`config.mk`:
```
export PLATFORM = sky130hd
export DESIGN_NAME = adc_conversion_sequencer
export DESIGN_NICKNAME = d
export VERILOG_FILES = /design/src/shared/adc_seq_pkg.sv /design/src/logic/adc_conversion_sequencer.sv
export SDC_FILE = /design/constraint.sdc
export NUM_CORES = 1
export LEC_CHECK = 0
export ABC_AREA = 1
export BUFFER_PORTS_ARGS = -buffer_cell sky130_fd_sc_hd__buf_4
export CORE_MARGIN = 5
export CORE_UTILIZATION = 50
export CTS_CLUSTER_SIZE = 12
export DETAILED_ROUTE_END_ITERATION = 10
export PLACE_DENSITY = 0.84
export SETUP_SLACK_MARGIN = 0.05
export SYNTH_ARGS = -nofsm -noshare
export SYNTH_HDL_FRONTEND = slang
export SYNTH_SLANG_ARGS = --single-unit
```
`constraint.sdc`:
```
create_clock -name hclk -period 2.86 [get_ports hclk]
set_input_delay 0.429 -clock hclk [delete_from_list [all_inputs] [get_ports hclk]]
set_output_delay 0.429 -clock hclk [all_outputs]
set_load 0.01 [all_outputs]
```
`src/shared/adc_seq_pkg.sv`:
```
// Shared constants, register map and carrier types for the conversion sequencer
package adc_seq_pkg;

  // ----------------------------------------------------------------
  // Register byte offsets
  // ----------------------------------------------------------------
  localparam logic [7:0] OFS_CTRL = 8'h00;
  localparam logic [7:0] OFS_COMMAND = 8'h04;
  localparam logic [7:0] OFS_CHANNEL = 8'h08;
  localparam logic [7:0] OFS_CLKREF = 8'h0C;
  localparam logic [7:0] OFS_SAMPLE = 8'h10;
  localparam logic [7:0] OFS_EVENT = 8'h14;
  localparam logic [7:0] OFS_INT_ENABLE = 8'h18;
  localparam logic [7:0] OFS_INT_FLAG = 8'h1C;
  localparam logic [7:0] OFS_RESULT = 8'h20;

  // ----------------------------------------------------------------
  // Field positions
  // ----------------------------------------------------------------
  localparam int ENABLE_POS = 0;
  localparam int CONTINUOUS_POS = 1;
  localparam int START_POS = 0;
  localparam int CHANNEL_LSB = 0;
  localparam int REFERENCE_LSB = 0;
  localparam int DIVIDER_LSB = 8;
  localparam int DELAY_LSB = 0;
  localparam int LENGTH_LSB = 8;
  localparam int EVENT_START_POS = 0;
  localparam int READY_POS = 0;

  // ----------------------------------------------------------------
  // Field widths and reset values
  // ----------------------------------------------------------------
  localparam int CHANNEL_W = 5;
  localparam int REFERENCE_W = 3;
  localparam int DIVIDER_W = 3;
  localparam int DELAY_W = 4;
  localparam int LENGTH_W = 6;
  localparam int RESULT_W = 10;
  localparam int CYCLE_W = 7;
  localparam int PRESCALE_W = 8;
  localparam logic [CHANNEL_W-1:0] CHANNEL_RESET = 5'h00;
  localparam logic [REFERENCE_W-1:0] REFERENCE_RESET = 3'h0;
  localparam logic [DIVIDER_W-1:0] DIVIDER_RESET = 3'h0;
  localparam logic [DELAY_W-1:0] DELAY_RESET = 4'h0;
  localparam logic [LENGTH_W-1:0] LENGTH_RESET = 6'h00;
  localparam logic [RESULT_W-1:0] RESULT_RESET = 10'h000;
  localparam logic [RESULT_W-1:0] RESULT_FULL_SCALE = 10'h3FF;

  // ----------------------------------------------------------------
  // Timing counts in converter-clock cycles
  // ----------------------------------------------------------------
  localparam logic [CYCLE_W-1:0] CONVERSION_CYCLES = 7'd13;
  localparam logic [CYCLE_W-1:0] SAMPLE_BASE_CYCLES = 7'd2;

  // ----------------------------------------------------------------
  // Types
  // ----------------------------------------------------------------
  typedef enum logic [1:0] {
    ST_IDLE,
    ST_WAIT_EDGE,
    ST_CONVERT
  } seq_state_e;

  typedef struct packed {
    logic [CHANNEL_W-1:0] channel;
    logic [REFERENCE_W-1:0] reference;
    logic converting;
    logic sample_window;
    logic sample_hold;
    logic converter_clock;
  } core_ctrl_s;

  typedef struct packed {
    logic [RESULT_W-1:0] data;
    logic over_range;
  } core_status_s;

endpackage : adc_seq_pkg

```
`src/logic/adc_conversion_sequencer.sv`:
```
// Conversion sequencer: AHB-Lite registers, prescaler, start logic and core control
//
// What this block does
// - Writing one to start begins conversion; start reads one while converting.
// - Single mode: hardware clears start when the conversion completes.
// - New channel written mid-conversion applies only after current conversion ends.
// - Completion sets result-ready and requests interrupt if both enables set.
// - Result-ready is set on completion even with its interrupt disabled.
// - With event start enabled, each routed event arriving while idle triggers a conversion.
// - Event input is edge detected, sets start, cleared at completion in single mode.
// - Continuous mode restarts right after each completion until zero is written to start.
// - Prescaler divides clock by selected factor; held at zero when disabled.
// - Prescaler held reset when idle; start waits half factor plus two cycles.
// - Plain conversion lasts exactly 13 converter-clock cycles.
// - Sample-and-hold happens two plus delay plus length converter cycles after conversion start.
// - Result-ready clears on result read or on writing one to it.
// - Sampling window lasts two plus sample delay plus sample length.
// - Continuous starts spaced 13 plus delay plus length converter cycles.
// - Selections go via shadow; active follows shadow until conversion starts.
// - Active selection frozen during conversion, updates again in last cycle.
// - Continuous mode: channel write mid-conversion affects conversion after next.
// - Input above reference gives full-scale code; result saturates at maximum.
// - Ten-bit result is presented right-adjusted in the result register.
// - Channel and reference selections take no effect while converter disabled.
`timescale 1ns/1ns
module adc_conversion_sequencer (
  // Clock and reset
  input wire logic hclk,
  input wire logic hresetn,
  // AHB-Lite slave
  input wire logic hsel,
  input wire logic [31:0] haddr,
  input wire logic [1:0] htrans,
  input wire logic hwrite,
  input wire logic [2:0] hsize,
  input wire logic [31:0] hwdata,
  input wire logic hready,
  output logic hreadyout,
  output logic hresp,
  output logic [31:0] hrdata,
  // Event router and interrupt controller
  input wire logic event_trigger,
  input wire logic global_int_enable,
  output logic result_ready_irq,
  output logic result_ready_event,
  // Converter core
  output adc_seq_pkg::core_ctrl_s core_ctrl,
  input wire adc_seq_pkg::core_status_s core_status
);
  import adc_seq_pkg::*;

  // ----------------------------------------------------------------
  // Helper functions
  // ----------------------------------------------------------------
  // Last count of a full prescaler period: factor is 2 << select
  function automatic logic [PRESCALE_W-1:0] period_last(input logic [DIVIDER_W-1:0] sel);
    logic [PRESCALE_W:0] factor;
    factor = 9'h002 << sel;
    return PRESCALE_W'(factor - 9'h001);
  endfunction : period_last

  // Count at which the converter clock rises: half the factor minus one
  function automatic logic [PRESCALE_W-1:0] half_last(input logic [DIVIDER_W-1:0] sel);
    logic [PRESCALE_W:0] half;
    half = 9'h001 << sel;
    return PRESCALE_W'(half - 9'h001);
  endfunction : half_last

  // ----------------------------------------------------------------
  // Declarations
  // ----------------------------------------------------------------
  logic wr_pend_reg;
  logic [7:0] wr_addr_reg;
  logic [31:0] rd_word;
  logic addr_phase;
  logic wr_en;
  logic rd_result;
  logic enable_reg;
  logic continuous_mode_bit_reg;
  logic [CHANNEL_W-1:0] positive_input_select_reg;
  logic [REFERENCE_W-1:0] reference_select_reg;
  logic [DIVIDER_W-1:0] clock_divider_select_reg;
  logic [DELAY_W-1:0] sample_delay_reg;
  logic [LENGTH_W-1:0] sample_length_reg;
  logic event_start_enable_reg;
  logic result_ready_ie_reg;
  logic result_ready_flag_reg;
  logic [RESULT_W-1:0] conversion_result_reg;
  logic start_conversion_bit_reg;
  logic stop_request_reg;
  logic ev_meta_reg;
  logic ev_sync_reg;
  logic ev_last_reg;
  logic ev_edge;
  logic trigger;
  seq_state_e state_reg;
  logic [PRESCALE_W-1:0] clock_divider_select_cnt_reg;
  logic tick_reg;
  logic clock_divider_select_run;
  logic [CYCLE_W-1:0] cycle_reg;
  logic [CYCLE_W-1:0] total_last;
  logic [CYCLE_W-1:0] window_len;
  logic last_cycle;
  logic complete;
  logic keep_running;
  logic conv_begin;
  logic locked;
  logic [CHANNEL_W-1:0] snap_channel_reg;
  logic [REFERENCE_W-1:0] snap_reference_reg;

  // ----------------------------------------------------------------
  // AHB-Lite slave: zero wait states, always OKAY
  // ----------------------------------------------------------------
  assign addr_phase = hsel && hready && htrans[1];
  assign wr_en = wr_pend_reg;
  assign rd_result = addr_phase && !hwrite && (haddr[7:0] == OFS_RESULT);

  always_comb begin
    rd_word = 32'h0000_0000;
    case (haddr[7:0])
      OFS_CTRL: begin
        rd_word[ENABLE_POS] = enable_reg;
        rd_word[CONTINUOUS_POS] = continuous_mode_bit_reg;
      end
      OFS_COMMAND: rd_word[START_POS] = start_conversion_bit_reg;
      OFS_CHANNEL: rd_word[CHANNEL_LSB +: CHANNEL_W] = positive_input_select_reg;
      OFS_CLKREF: begin
        rd_word[REFERENCE_LSB +: REFERENCE_W] = reference_select_reg;
        rd_word[DIVIDER_LSB +: DIVIDER_W] = clock_divider_select_reg;
      end
      OFS_SAMPLE: begin
        rd_word[DELAY_LSB +: DELAY_W] = sample_delay_reg;
        rd_word[LENGTH_LSB +: LENGTH_W] = sample_length_reg;
      end
      OFS_EVENT: rd_word[EVENT_START_POS] = event_start_enable_reg;
      OFS_INT_ENABLE: rd_word[READY_POS] = result_ready_ie_reg;
      OFS_INT_FLAG: rd_word[READY_POS] = result_ready_flag_reg;
      OFS_RESULT: rd_word[RESULT_W-1:0] = conversion_result_reg;
      default: rd_word = 32'h0000_0000;
    endcase
  end

  always_ff @(posedge hclk or negedge hresetn) begin
    if (!hresetn) begin
      wr_pend_reg <= 1'b0;
      wr_addr_reg <= 8'h00;
      hrdata <= 32'h0000_0000;
      hreadyout <= 1'b0;
      hresp <= 1'b0;
    end else begin
      hreadyout <= 1'b1;
      hresp <= 1'b0;
      wr_pend_reg <= addr_phase && hwrite;
      if (addr_phase) begin
        wr_addr_reg <= haddr[7:0];
        hrdata <= hwrite ? 32'h0000_0000 : rd_word;
      end
    end
  end

  // ----------------------------------------------------------------
  // Configuration registers
  // ----------------------------------------------------------------
  always_ff @(posedge hclk or negedge hresetn) begin
    if (!hresetn) begin
      enable_reg <= 1'b0;
      continuous_mode_bit_reg <= 1'b0;
      positive_input_select_reg <= CHANNEL_RESET;
      reference_select_reg <= REFERENCE_RESET;
      clock_divider_select_reg <= DIVIDER_RESET;
      sample_delay_reg <= DELAY_RESET;
      sample_length_reg <= LENGTH_RESET;
      event_start_enable_reg <= 1'b0;
      result_ready_ie_reg <= 1'b0;
    end else if (wr_en) begin
      case (wr_addr_reg)
        OFS_CTRL: begin
          enable_reg <= hwdata[ENABLE_POS];
          continuous_mode_bit_reg <= hwdata[CONTINUOUS_POS];
        end
        OFS_CHANNEL: positive_input_select_reg <= hwdata[CHANNEL_LSB +: CHANNEL_W];
        OFS_CLKREF: begin
          reference_select_reg <= hwdata[REFERENCE_LSB +: REFERENCE_W];
          clock_divider_select_reg <= hwdata[DIVIDER_LSB +: DIVIDER_W];
        end
        OFS_SAMPLE: begin
          sample_delay_reg <= hwdata[DELAY_LSB +: DELAY_W];
          sample_length_reg <= hwdata[LENGTH_LSB +: LENGTH_W];
        end
        OFS_EVENT: event_start_enable_reg <= hwdata[EVENT_START_POS];
        OFS_INT_ENABLE: result_ready_ie_reg <= hwdata[READY_POS];
        default: begin
        end
      endcase
    end
  end

  // ----------------------------------------------------------------
  // Event input: synchroniser and rising-edge detect
  // ----------------------------------------------------------------
  always_ff @(posedge hclk or negedge hresetn) begin
    if (!hresetn) begin
      ev_meta_reg <= 1'b0;
      ev_sync_reg <= 1'b0;
      ev_last_reg <= 1'b0;
    end else begin
      ev_meta_reg <= event_trigger;
      ev_sync_reg <= ev_meta_reg;
      ev_last_reg <= ev_sync_reg;
    end
  end

  assign ev_edge = ev_sync_reg && !ev_last_reg;

  // Triggers only count when idle, so nothing can restart a running conversion
  assign trigger = enable_reg && (state_reg == ST_IDLE) &&
                   ((wr_en && (wr_addr_reg == OFS_COMMAND) && hwdata[START_POS]) ||
                    (event_start_enable_reg && ev_edge));

  // ----------------------------------------------------------------
  // Cycle arithmetic
  // ----------------------------------------------------------------
  assign total_last = CONVERSION_CYCLES - 7'd1 + CYCLE_W'(sample_delay_reg) +
                      CYCLE_W'(sample_length_reg);
  assign window_len = SAMPLE_BASE_CYCLES + CYCLE_W'(sample_delay_reg) +
                      CYCLE_W'(sample_length_reg);
  assign last_cycle = (state_reg == ST_CONVERT) && (cycle_reg == total_last);
  assign complete = last_cycle && tick_reg;
  assign keep_running = continuous_mode_bit_reg && !stop_request_reg;
  assign conv_begin = ((state_reg == ST_WAIT_EDGE) && tick_reg) || (complete && keep_running);
  assign locked = (state_reg == ST_CONVERT) && !last_cycle;

  // ----------------------------------------------------------------
  // Prescaler
  // ----------------------------------------------------------------
  // Running only while not idle keeps the start delay fixed
  assign clock_divider_select_run = enable_reg && (state_reg != ST_IDLE);

  always_ff @(posedge hclk or negedge hresetn) begin
    if (!hresetn) begin
      clock_divider_select_cnt_reg <= 8'h00;
      tick_reg <= 1'b0;
    end else begin
      if (!clock_divider_select_run) begin
        clock_divider_select_cnt_reg <= 8'h00;
      end else if (clock_divider_select_cnt_reg == period_last(clock_divider_select_reg)) begin
        clock_divider_select_cnt_reg <= 8'h00;
      end else begin
        clock_divider_select_cnt_reg <= clock_divider_select_cnt_reg + 8'h01;
      end
      tick_reg <= clock_divider_select_run && (clock_divider_select_cnt_reg == half_last(clock_divider_select_reg));
    end
  end

  // ----------------------------------------------------------------
  // Sequencer
  // ----------------------------------------------------------------
  always_ff @(posedge hclk or negedge hresetn) begin
    if (!hresetn) begin
      state_reg <= ST_IDLE;
      cycle_reg <= 7'd0;
    end else if (!enable_reg) begin
      state_reg <= ST_IDLE;
      cycle_reg <= 7'd0;
    end else begin
      case (state_reg)
        ST_IDLE: begin
          cycle_reg <= 7'd0;
          if (trigger) begin
            state_reg <= ST_WAIT_EDGE;
          end
        end
        ST_WAIT_EDGE: begin
          if (tick_reg) begin
            state_reg <= ST_CONVERT;
            cycle_reg <= 7'd0;
          end
        end
        ST_CONVERT: begin
          if (complete) begin
            cycle_reg <= 7'd0;
            if (!keep_running) begin
              state_reg <= ST_IDLE;
            end
          end else if (tick_reg) begin
            cycle_reg <= cycle_reg + 7'd1;
          end
        end
        default: begin
          state_reg <= ST_IDLE;
          cycle_reg <= 7'd0;
        end
      endcase
    end
  end

  // ----------------------------------------------------------------
  // Start bit and stop request
  // ----------------------------------------------------------------
  // Writing zero cannot drop the bit mid-conversion; it only ends continuous runs
  always_ff @(posedge hclk or negedge hresetn) begin
    if (!hresetn) begin
      start_conversion_bit_reg <= 1'b0;
      stop_request_reg <= 1'b0;
    end else begin
      if (!enable_reg) begin
        start_conversion_bit_reg <= 1'b0;
      end else if (trigger) begin
        start_conversion_bit_reg <= 1'b1;
      end else if (complete && !keep_running) begin
        start_conversion_bit_reg <= 1'b0;
      end
      if (state_reg == ST_IDLE) begin
        stop_request_reg <= 1'b0;
      end else if (wr_en && (wr_addr_reg == OFS_COMMAND) && !hwdata[START_POS]) begin
        stop_request_reg <= 1'b1;
      end
    end
  end

  // ----------------------------------------------------------------
  // Result, flag, event and interrupt
  // ----------------------------------------------------------------
  always_ff @(posedge hclk or negedge hresetn) begin
    if (!hresetn) begin
      conversion_result_reg <= RESULT_RESET;
      result_ready_flag_reg <= 1'b0;
      result_ready_event <= 1'b0;
      result_ready_irq <= 1'b0;
    end else begin
      if (complete) begin
        conversion_result_reg <= core_status.over_range ? RESULT_FULL_SCALE :
                                 core_status.data;
      end
      // Completion beats a clear in the same cycle
      if (complete) begin
        result_ready_flag_reg <= 1'b1;
      end else if (rd_result ||
                   (wr_en && (wr_addr_reg == OFS_INT_FLAG) && hwdata[READY_POS])) begin
        result_ready_flag_reg <= 1'b0;
      end
      result_ready_event <= complete;
      result_ready_irq <= result_ready_flag_reg && result_ready_ie_reg &&
                          global_int_enable;
    end
  end

  // ----------------------------------------------------------------
  // Selection snapshot for continuous runs
  // ----------------------------------------------------------------
  // Held from each start, so a change lands two conversions later
  always_ff @(posedge hclk or negedge hresetn) begin
    if (!hresetn) begin
      snap_channel_reg <= CHANNEL_RESET;
      snap_reference_reg <= REFERENCE_RESET;
    end else if (conv_begin) begin
      snap_channel_reg <= positive_input_select_reg;
      snap_reference_reg <= reference_select_reg;
    end
  end

  // ----------------------------------------------------------------
  // Converter core drive
  // ----------------------------------------------------------------
  always_ff @(posedge hclk or negedge hresetn) begin
    if (!hresetn) begin
      core_ctrl <= '0;
    end else begin
      if (enable_reg && !locked) begin
        if (continuous_mode_bit_reg && (state_reg == ST_CONVERT)) begin
          core_ctrl.channel <= snap_channel_reg;
          core_ctrl.reference <= snap_reference_reg;
        end else begin
          core_ctrl.channel <= positive_input_select_reg;
          core_ctrl.reference <= reference_select_reg;
        end
      end
      // Drops at the completion edge so busy spans exactly the conversion
      core_ctrl.converting <= ((state_reg == ST_CONVERT) && !(complete && !keep_running)) ||
                              conv_begin;
      core_ctrl.sample_window <= conv_begin ||
                                 ((state_reg == ST_CONVERT) && !complete &&
                                  ((cycle_reg + 7'd1 < window_len) ||
                                   (!tick_reg && (cycle_reg < window_len))));
      core_ctrl.sample_hold <= (state_reg == ST_CONVERT) && tick_reg &&
                               (cycle_reg == window_len - 7'd1);
      core_ctrl.converter_clock <= clock_divider_select_run &&
                                   (clock_divider_select_cnt_reg >= half_last(clock_divider_select_reg));
    end
  end

endmodule : adc_conversion_sequencer

```
* After elaboration in Yosys (flattened, before gate mapping)
Index checks and enable logic that the tools add are counted.
** Word-level totals
- Bits in registers :: 123
- Input port bits :: 87
** Cells by class
- Add/subtract/negate cells :: 9
- Order comparisons :: 3
- Eq/ne operators :: 27
- Shift operators :: 2
- Mux-type cells :: 32
- Reductions and logical operators :: 64
** Operators with widths (count)
- $eq A8 B5 Y1 const B :: 8
- $logic_and A1 B1 Y1 :: 34
- $eq A8 B4 Y1 const B :: 4
- $mux W7 :: 4
- $mux W8 :: 3
- $eq A8 B3 Y1 const B :: 2
- $eq A8 B8 Y1 :: 2
- $logic_not A8 Y1 :: 2
- $sub A8 B1 Y8 const B :: 2
- $add A5 B6 Y7 :: 2
- $eq A7 B7 Y1 :: 2
- $lt A7 B7 Y1 :: 2
- $mux W14 :: 1
- $pmux W7 S2 :: 1
- $reduce_and A2 Y1 :: 7
- $ne A3 B3 Y1 const B :: 4
- $pmux W2 S3 :: 2
- $logic_not A1 Y1 :: 10
- $mux W10 :: 1
- $mux W2 :: 5
- $pmux W1 S9 :: 1
- $add A8 B1 Y8 const B :: 1
- $eq A8 B6 Y1 const B :: 1
- $ge A8 B8 Y1 :: 1
- other kinds (20) :: 35

* Depth between registers and ports, before layout
- Depth after elaboration :: 9
- Gate-level depth with buffers :: 19

* Least setup slack after synthesis
No wires, ideal clock.
- Path type :: register to register
- Start :: reg sample_delay_reg[1]
- End :: reg core_ctrl[2] (netlist bit)
- Setup time :: 116 ps
- Data arrival time :: 2363 ps
- Data required time :: 2744 ps
- Slack :: 381 ps
- Cell stages (with the launch flop) :: 19
- Path buffers :: 0
- Clock period less this slack :: 2479 ps
- Path through :: dfrtp_1 inv_1 ha_1 inv_1 ha_1 inv_1 fa_1 ha_1 nand2_1 o21ai_0 nand2_1 nand2_1 nand2_1 nand3_1 nand2_1 nand2_1 nand2_1 nand2_1 nand2_1
** On the way
- Word-level cells in the longest chain between the ends :: 9
** RTL lines
- start, declared :: line adc_conversion_sequencer.sv:83 : logic [DELAY_W-1:0] sample_delay_reg;
- start signal, assigned :: line adc_conversion_sequencer.sv:187 : sample_delay_reg <= hwdata[DELAY_LSB +: DELAY_W];
- parallel branches: the longest is 8 deep, another holds $add A5 B6 Y7
- $logic_or A1 B1 Y1 (*) :: line adc_conversion_sequencer.sv:381 : core_ctrl.sample_window <= conv_begin ||
- end, declared :: line adc_conversion_sequencer.sv:47 : output adc_seq_pkg::core_ctrl_s core_ctrl,
Every way passes the cells marked *.
A chain may end at the register's enable or synchronous reset.

* Worst setup path in the final report
- Start :: reg sample_delay_reg[1]
- End :: reg conversion_result_reg[2]
** On the way
- Word-level cells in the longest chain between the ends :: 5
** RTL lines
- $add A4 B4 Y5 :: line adc_conversion_sequencer.sv:223 : assign total_last = CONVERSION_CYCLES - 7'd1 + CYCLE_W'(sample_delay_reg) +
- $add A5 B6 Y7 :: line adc_conversion_sequencer.sv:223
- $eq A7 B7 Y1 :: line adc_conversion_sequencer.sv:227 : assign last_cycle = (state_reg == ST_CONVERT) && (cycle_reg == total_last);
- $logic_and A1 B1 Y1 :: line adc_conversion_sequencer.sv:227
- $logic_and A1 B1 Y1 :: line adc_conversion_sequencer.sv:228 : assign complete = last_cycle && tick_reg;
- end signal, assigned :: line adc_conversion_sequencer.sv:332 : conversion_result_reg <= core_status.over_range ? RESULT_FULL_SCALE :
- end, declared :: line adc_conversion_sequencer.sv:88 : logic [RESULT_W-1:0] conversion_result_reg;
No other way between the ends.

==> results.sh <==
export IMPL_final_max_slew_violation_count=0
export IMPL_gr_usage_met2=0.311
export IMPL_floorplan_initialDensity=0.503
export IMPL_clk_lat_worst_skew_ns=0.36
export IMPL_static_leakage_power_nw=3.97
export IMPL_ys_seq_area_frac=0.419
export IMPL_groute_layer_met3_usage=0.0446
export IMPL_post_synth_most_frequent_cells="217 x sky130_fd_sc_hd__nand2_1, 105 x sky130_fd_sc_hd__dfrtp_1, 93 x sky130_fd_sc_hd__inv_1"
export IMPL_r2r_slack_ns=0.05
export IMPL_mean_routed_wirelength_per_cell_um=14.2
export IMPL_worstPathRequired_ns=3.11
export IMPL_post_synth_num_cell_types=43
export IMPL_antenna_diode_count=0
export IMPL_tightestPinTransition_ns=0.695
export IMPL_yosys_register_bits=105
export IMPL_synth_edff_count=0
export IMPL_endpoint_kind="register"
export IMPL_vias_per_cell=5.16
export IMPL_postSynthAreaPerCell_um2=7.88
export IMPL_fin_cells=1054
export IMPL_sort_of_element_at_the_start_of_the_critical_path="register"
export IMPL_pwr_density_cell_nw_per_um2=690
export IMPL_post_route_period_util=0.982
export IMPL_place_detailed_instances=1030
export IMPL_top_usage_layer="met2"
export IMPL_grt_max_degree=76
export IMPL_buffer_ports_inserted=66
export IMPL_synthToLayoutAreaGrowth_pct=19.2
export IMPL_synth_main_ff_cell="sky130_fd_sc_hd__dfrtp_1"
export IMPL_cts_root_buf="sky130_fd_sc_hd__clkbuf_16"
export IMPL_io_pins=135
export IMPL_most_common_cell_in_the_netlist="sky130_fd_sc_hd__nand2_1"
export IMPL_cp_data_arrival_time_ns=3.06
export IMPL_fin_ws_ns=0.0522
export IMPL_gpl_final_weighted_congestion=0.895
export IMPL_postSynth_asyncResetShare=1.00
export IMPL_critPathLaunch="sample_delay_reg[1]$_DFFE_PN0P_"
export IMPL_number_of_drc_markers_after_the_initial_detailed_route_iteration=525
export IMPL_largest_register_ff_count=14
export IMPL_synth_area_um2=6270
export IMPL_synth_top_area_cell="sky130_fd_sc_hd__dfrtp_1"
export IMPL_core_region_um2=12500
export IMPL_clk_pin_slew_worst_paths_ns=0.07
export IMPL_path_max_fanout=5
export IMPL_grt_overflow=0
export IMPL_layout_min_cycle_time_ns=2.81
export IMPL_post_place_ws_ns=0.0983
export IMPL_power_w=0.00515
export IMPL_cts_max_level=3
export IMPL_synthDominantCellAreaShare=0.419
export IMPL_fin_tns_setup_ns=0
export IMPL_vdd_drop_max_uv=402
export IMPL_tritoncts_num_sinks=105
export IMPL_max_frequency_mhz=356
export IMPL_grt_util_all_layers=0.199
export IMPL_drc=0
export IMPL_timing_hold_violations_final=0
export IMPL_firstDrtPassIters=5
export IMPL_num_rows=41
export IMPL_drive_gt1_frac=0.184
export IMPL_finalClockSkew_ns=0.00890
export IMPL_met1_usage=0.280
export IMPL_grt_antenna_before_repair=0
export IMPL_hold_worst_slack_ns=0.0105
export IMPL_via_count_of_the_routed_design=5441
export IMPL_holdCritPathClass="in -> async"
export IMPL_hold_buffers=0
export IMPL_worst_r2r_path_depth=16
export IMPL_outcome="completed"
export IMPL_grt_pass1_wl_mm=23.8
export IMPL_die_height_um=122
export IMPL_via_count_of_the_first_global_routing_pass=5027
export IMPL_detailed_place_hpwl_mm=10.8
export IMPL_timing_final_setup_violations=0
export IMPL_synth_area_top_cells="sky130_fd_sc_hd__dfrtp_1 42%, sky130_fd_sc_hd__nand2_1 13%, sky130_fd_sc_hd__ha_1 7.8%"
export IMPL_tritoncts="done"
export IMPL_rr_endpoint="conversion_result_reg[2]$_DFFE_PN0P_"
export IMPL_fp_dieW_um=122
export IMPL_instance_count_of_the_mapped_netlist=796
export IMPL_route_final_wire_length_mm=14.9
export IMPL_nNetsFinal=1005
export IMPL_die_area_um2=14900
export IMPL_rsz0062_at_grt="yes"
export IMPL_synth_warning_count=0
export IMPL_cts_buffers=9
export IMPL_path_class="reg -> reg"
export IMPL_max_slew_margin_rel=0.537
export IMPL_cap_violations=0
export IMPL_crit_end="conversion_result_reg[2]$_DFFE_PN0P_"
export IMPL_ant_nets=0
export IMPL_clock_tree_buffer_depth=2
export IMPL_timing_rr_start="sample_delay_reg[1]$_DFFE_PN0P_"
==> critical path, stage by stage (launching register included) <==
cell and delay (ns):
sky130_fd_sc_hd__dfrtp_1 0.43, sky130_fd_sc_hd__inv_2 0.07, sky130_fd_sc_hd__ha_4 0.29, sky130_fd_sc_hd__ha_4 0.14
sky130_fd_sc_hd__inv_2 0.04, sky130_fd_sc_hd__fa_2 0.54, sky130_fd_sc_hd__or2_1 0.12, sky130_fd_sc_hd__nand2_1 0.05
sky130_fd_sc_hd__nor2_1 0.10, sky130_fd_sc_hd__nand2_1 0.10, sky130_fd_sc_hd__nor2_4 0.14, sky130_fd_sc_hd__nand2_4 0.08
sky130_fd_sc_hd__nor2_4 0.24, sky130_fd_sc_hd__clkbuf_16 0.20, sky130_fd_sc_hd__nand2_1 0.06, sky130_fd_sc_hd__o21ai_2 0.06
sky130_fd_sc_hd__inv_2 0.04
==> routing by layer <==
layer | vias up | wire length, um
met5 | - | 0
met4 | 0 | 229
met3 | 24 | 1050
met2 | 183 | 7030
met1 | 2548 | 6610
li1 | 2686 | -
==> cell usage in the layout (no fill, tap or decap), types with 3 or more instances in the layout <==
cell                         synthesis  final
sky130_fd_sc_hd__nor2_1             67     67
sky130_fd_sc_hd__o21ai_0            45     41
sky130_fd_sc_hd__mux2_2              9      9
sky130_fd_sc_hd__a22o_1              3      3
sky130_fd_sc_hd__nand3b_1            4      4
sky130_fd_sc_hd__clkbuf_16           0     11
sky130_fd_sc_hd__o21ai_2             9      9
sky130_fd_sc_hd__xor2_1             16     16
sky130_fd_sc_hd__o22ai_1             5      5
sky130_fd_sc_hd__a21oi_1            19     16
sky130_fd_sc_hd__inv_2              10     14
sky130_fd_sc_hd__o21ai_1             0      4
sky130_fd_sc_hd__nand4_1            11     11
sky130_fd_sc_hd__clkinvlp_4          0      3
sky130_fd_sc_hd__xnor2_1             7      7
sky130_fd_sc_hd__buf_4              19     78
sky130_fd_sc_hd__a21oi_2             0      3
sky130_fd_sc_hd__nand2_2             4     11
sky130_fd_sc_hd__ha_4                0      5
sky130_fd_sc_hd__nor3_1              8      8
sky130_fd_sc_hd__nand3_1            67     66
sky130_fd_sc_hd__nand2_1           217    207
sky130_fd_sc_hd__nand2_4             1      3
sky130_fd_sc_hd__dfrtp_1           105    105
sky130_fd_sc_hd__conb_1              2     21
sky130_fd_sc_hd__ha_1               39     34
sky130_fd_sc_hd__inv_1              93     89
==> logic make-up (layout without fill, tap and decap cells) <==
logic type,count (synthesis),in the layout,synth area share
other,2,21,0.00120
DFF,105,105,0.419
AOI/OAI and AO/OA,91,91,0.0852
muxes,9,9,0.0162
xor gates and xnor gates,24,24,0.0347
buffers and inverters,134,201,0.0942
and+or+nand+nor,390,390,0.265
adders and majority gates,41,41,0.0842
==> how the worst min path moves through the flow <==
stage               cells after the start                                        end             startpoint
finish                                  1                        hreadyout$_DFF_PN0_                hresetn
global route                            1                        hreadyout$_DFF_PN0_                hresetn
CTS                                     1                        hreadyout$_DFF_PN0_                hresetn
detailed placement                      0                      ev_sync_reg$_DFF_PN0_  ev_meta_reg$_DFF_PN0_
global placement                        0                      ev_sync_reg$_DFF_PN0_  ev_meta_reg$_DFF_PN0_
floorplan                               0  clock_divider_select_cnt_reg[0]$_DFF_PN0_                hresetn
==> power breakdown <==
part           switching, W  internal, W
logic               0.00119     0.000853
clock network      0.000579     0.000710
registers          0.000162      0.00166
total               0.00193      0.00322
==> per-stage QoR <==
| stage | utilization | cell area (um^2) |
|---|---|---|
| global placement | 0.556 | 6930 |
| CTS | 0.581 | 7240 |
| finish | 0.599 | 7470 |
| global route | 0.599 | 7470 |
| detailed placement | 0.556 | 6930 |
| floorplan | - | 6340 |
==> layout make-up <==
cell class | instances | area [um^2]
timing repair buffer | 82 | 676
sequential | 105 | 2630
clock inverter | 5 | 63.8
multi-input combinational | 576 | 3260
inverter | 103 | 387
fill | 1060 | 4990
tap | 172 | 215
clock buffer | 11 | 243
==> timing repair <==
item | in CTS | in global routing
cloned | 0 | 2
pin swaps | 0 | 19
setup endpoints to repair | 2 | 37
endpoints found under the hold margin | 0 | 0
setup buffers | 0 | 6
resized for setup | 1 | 35
(Power assumes the default switching activity.)
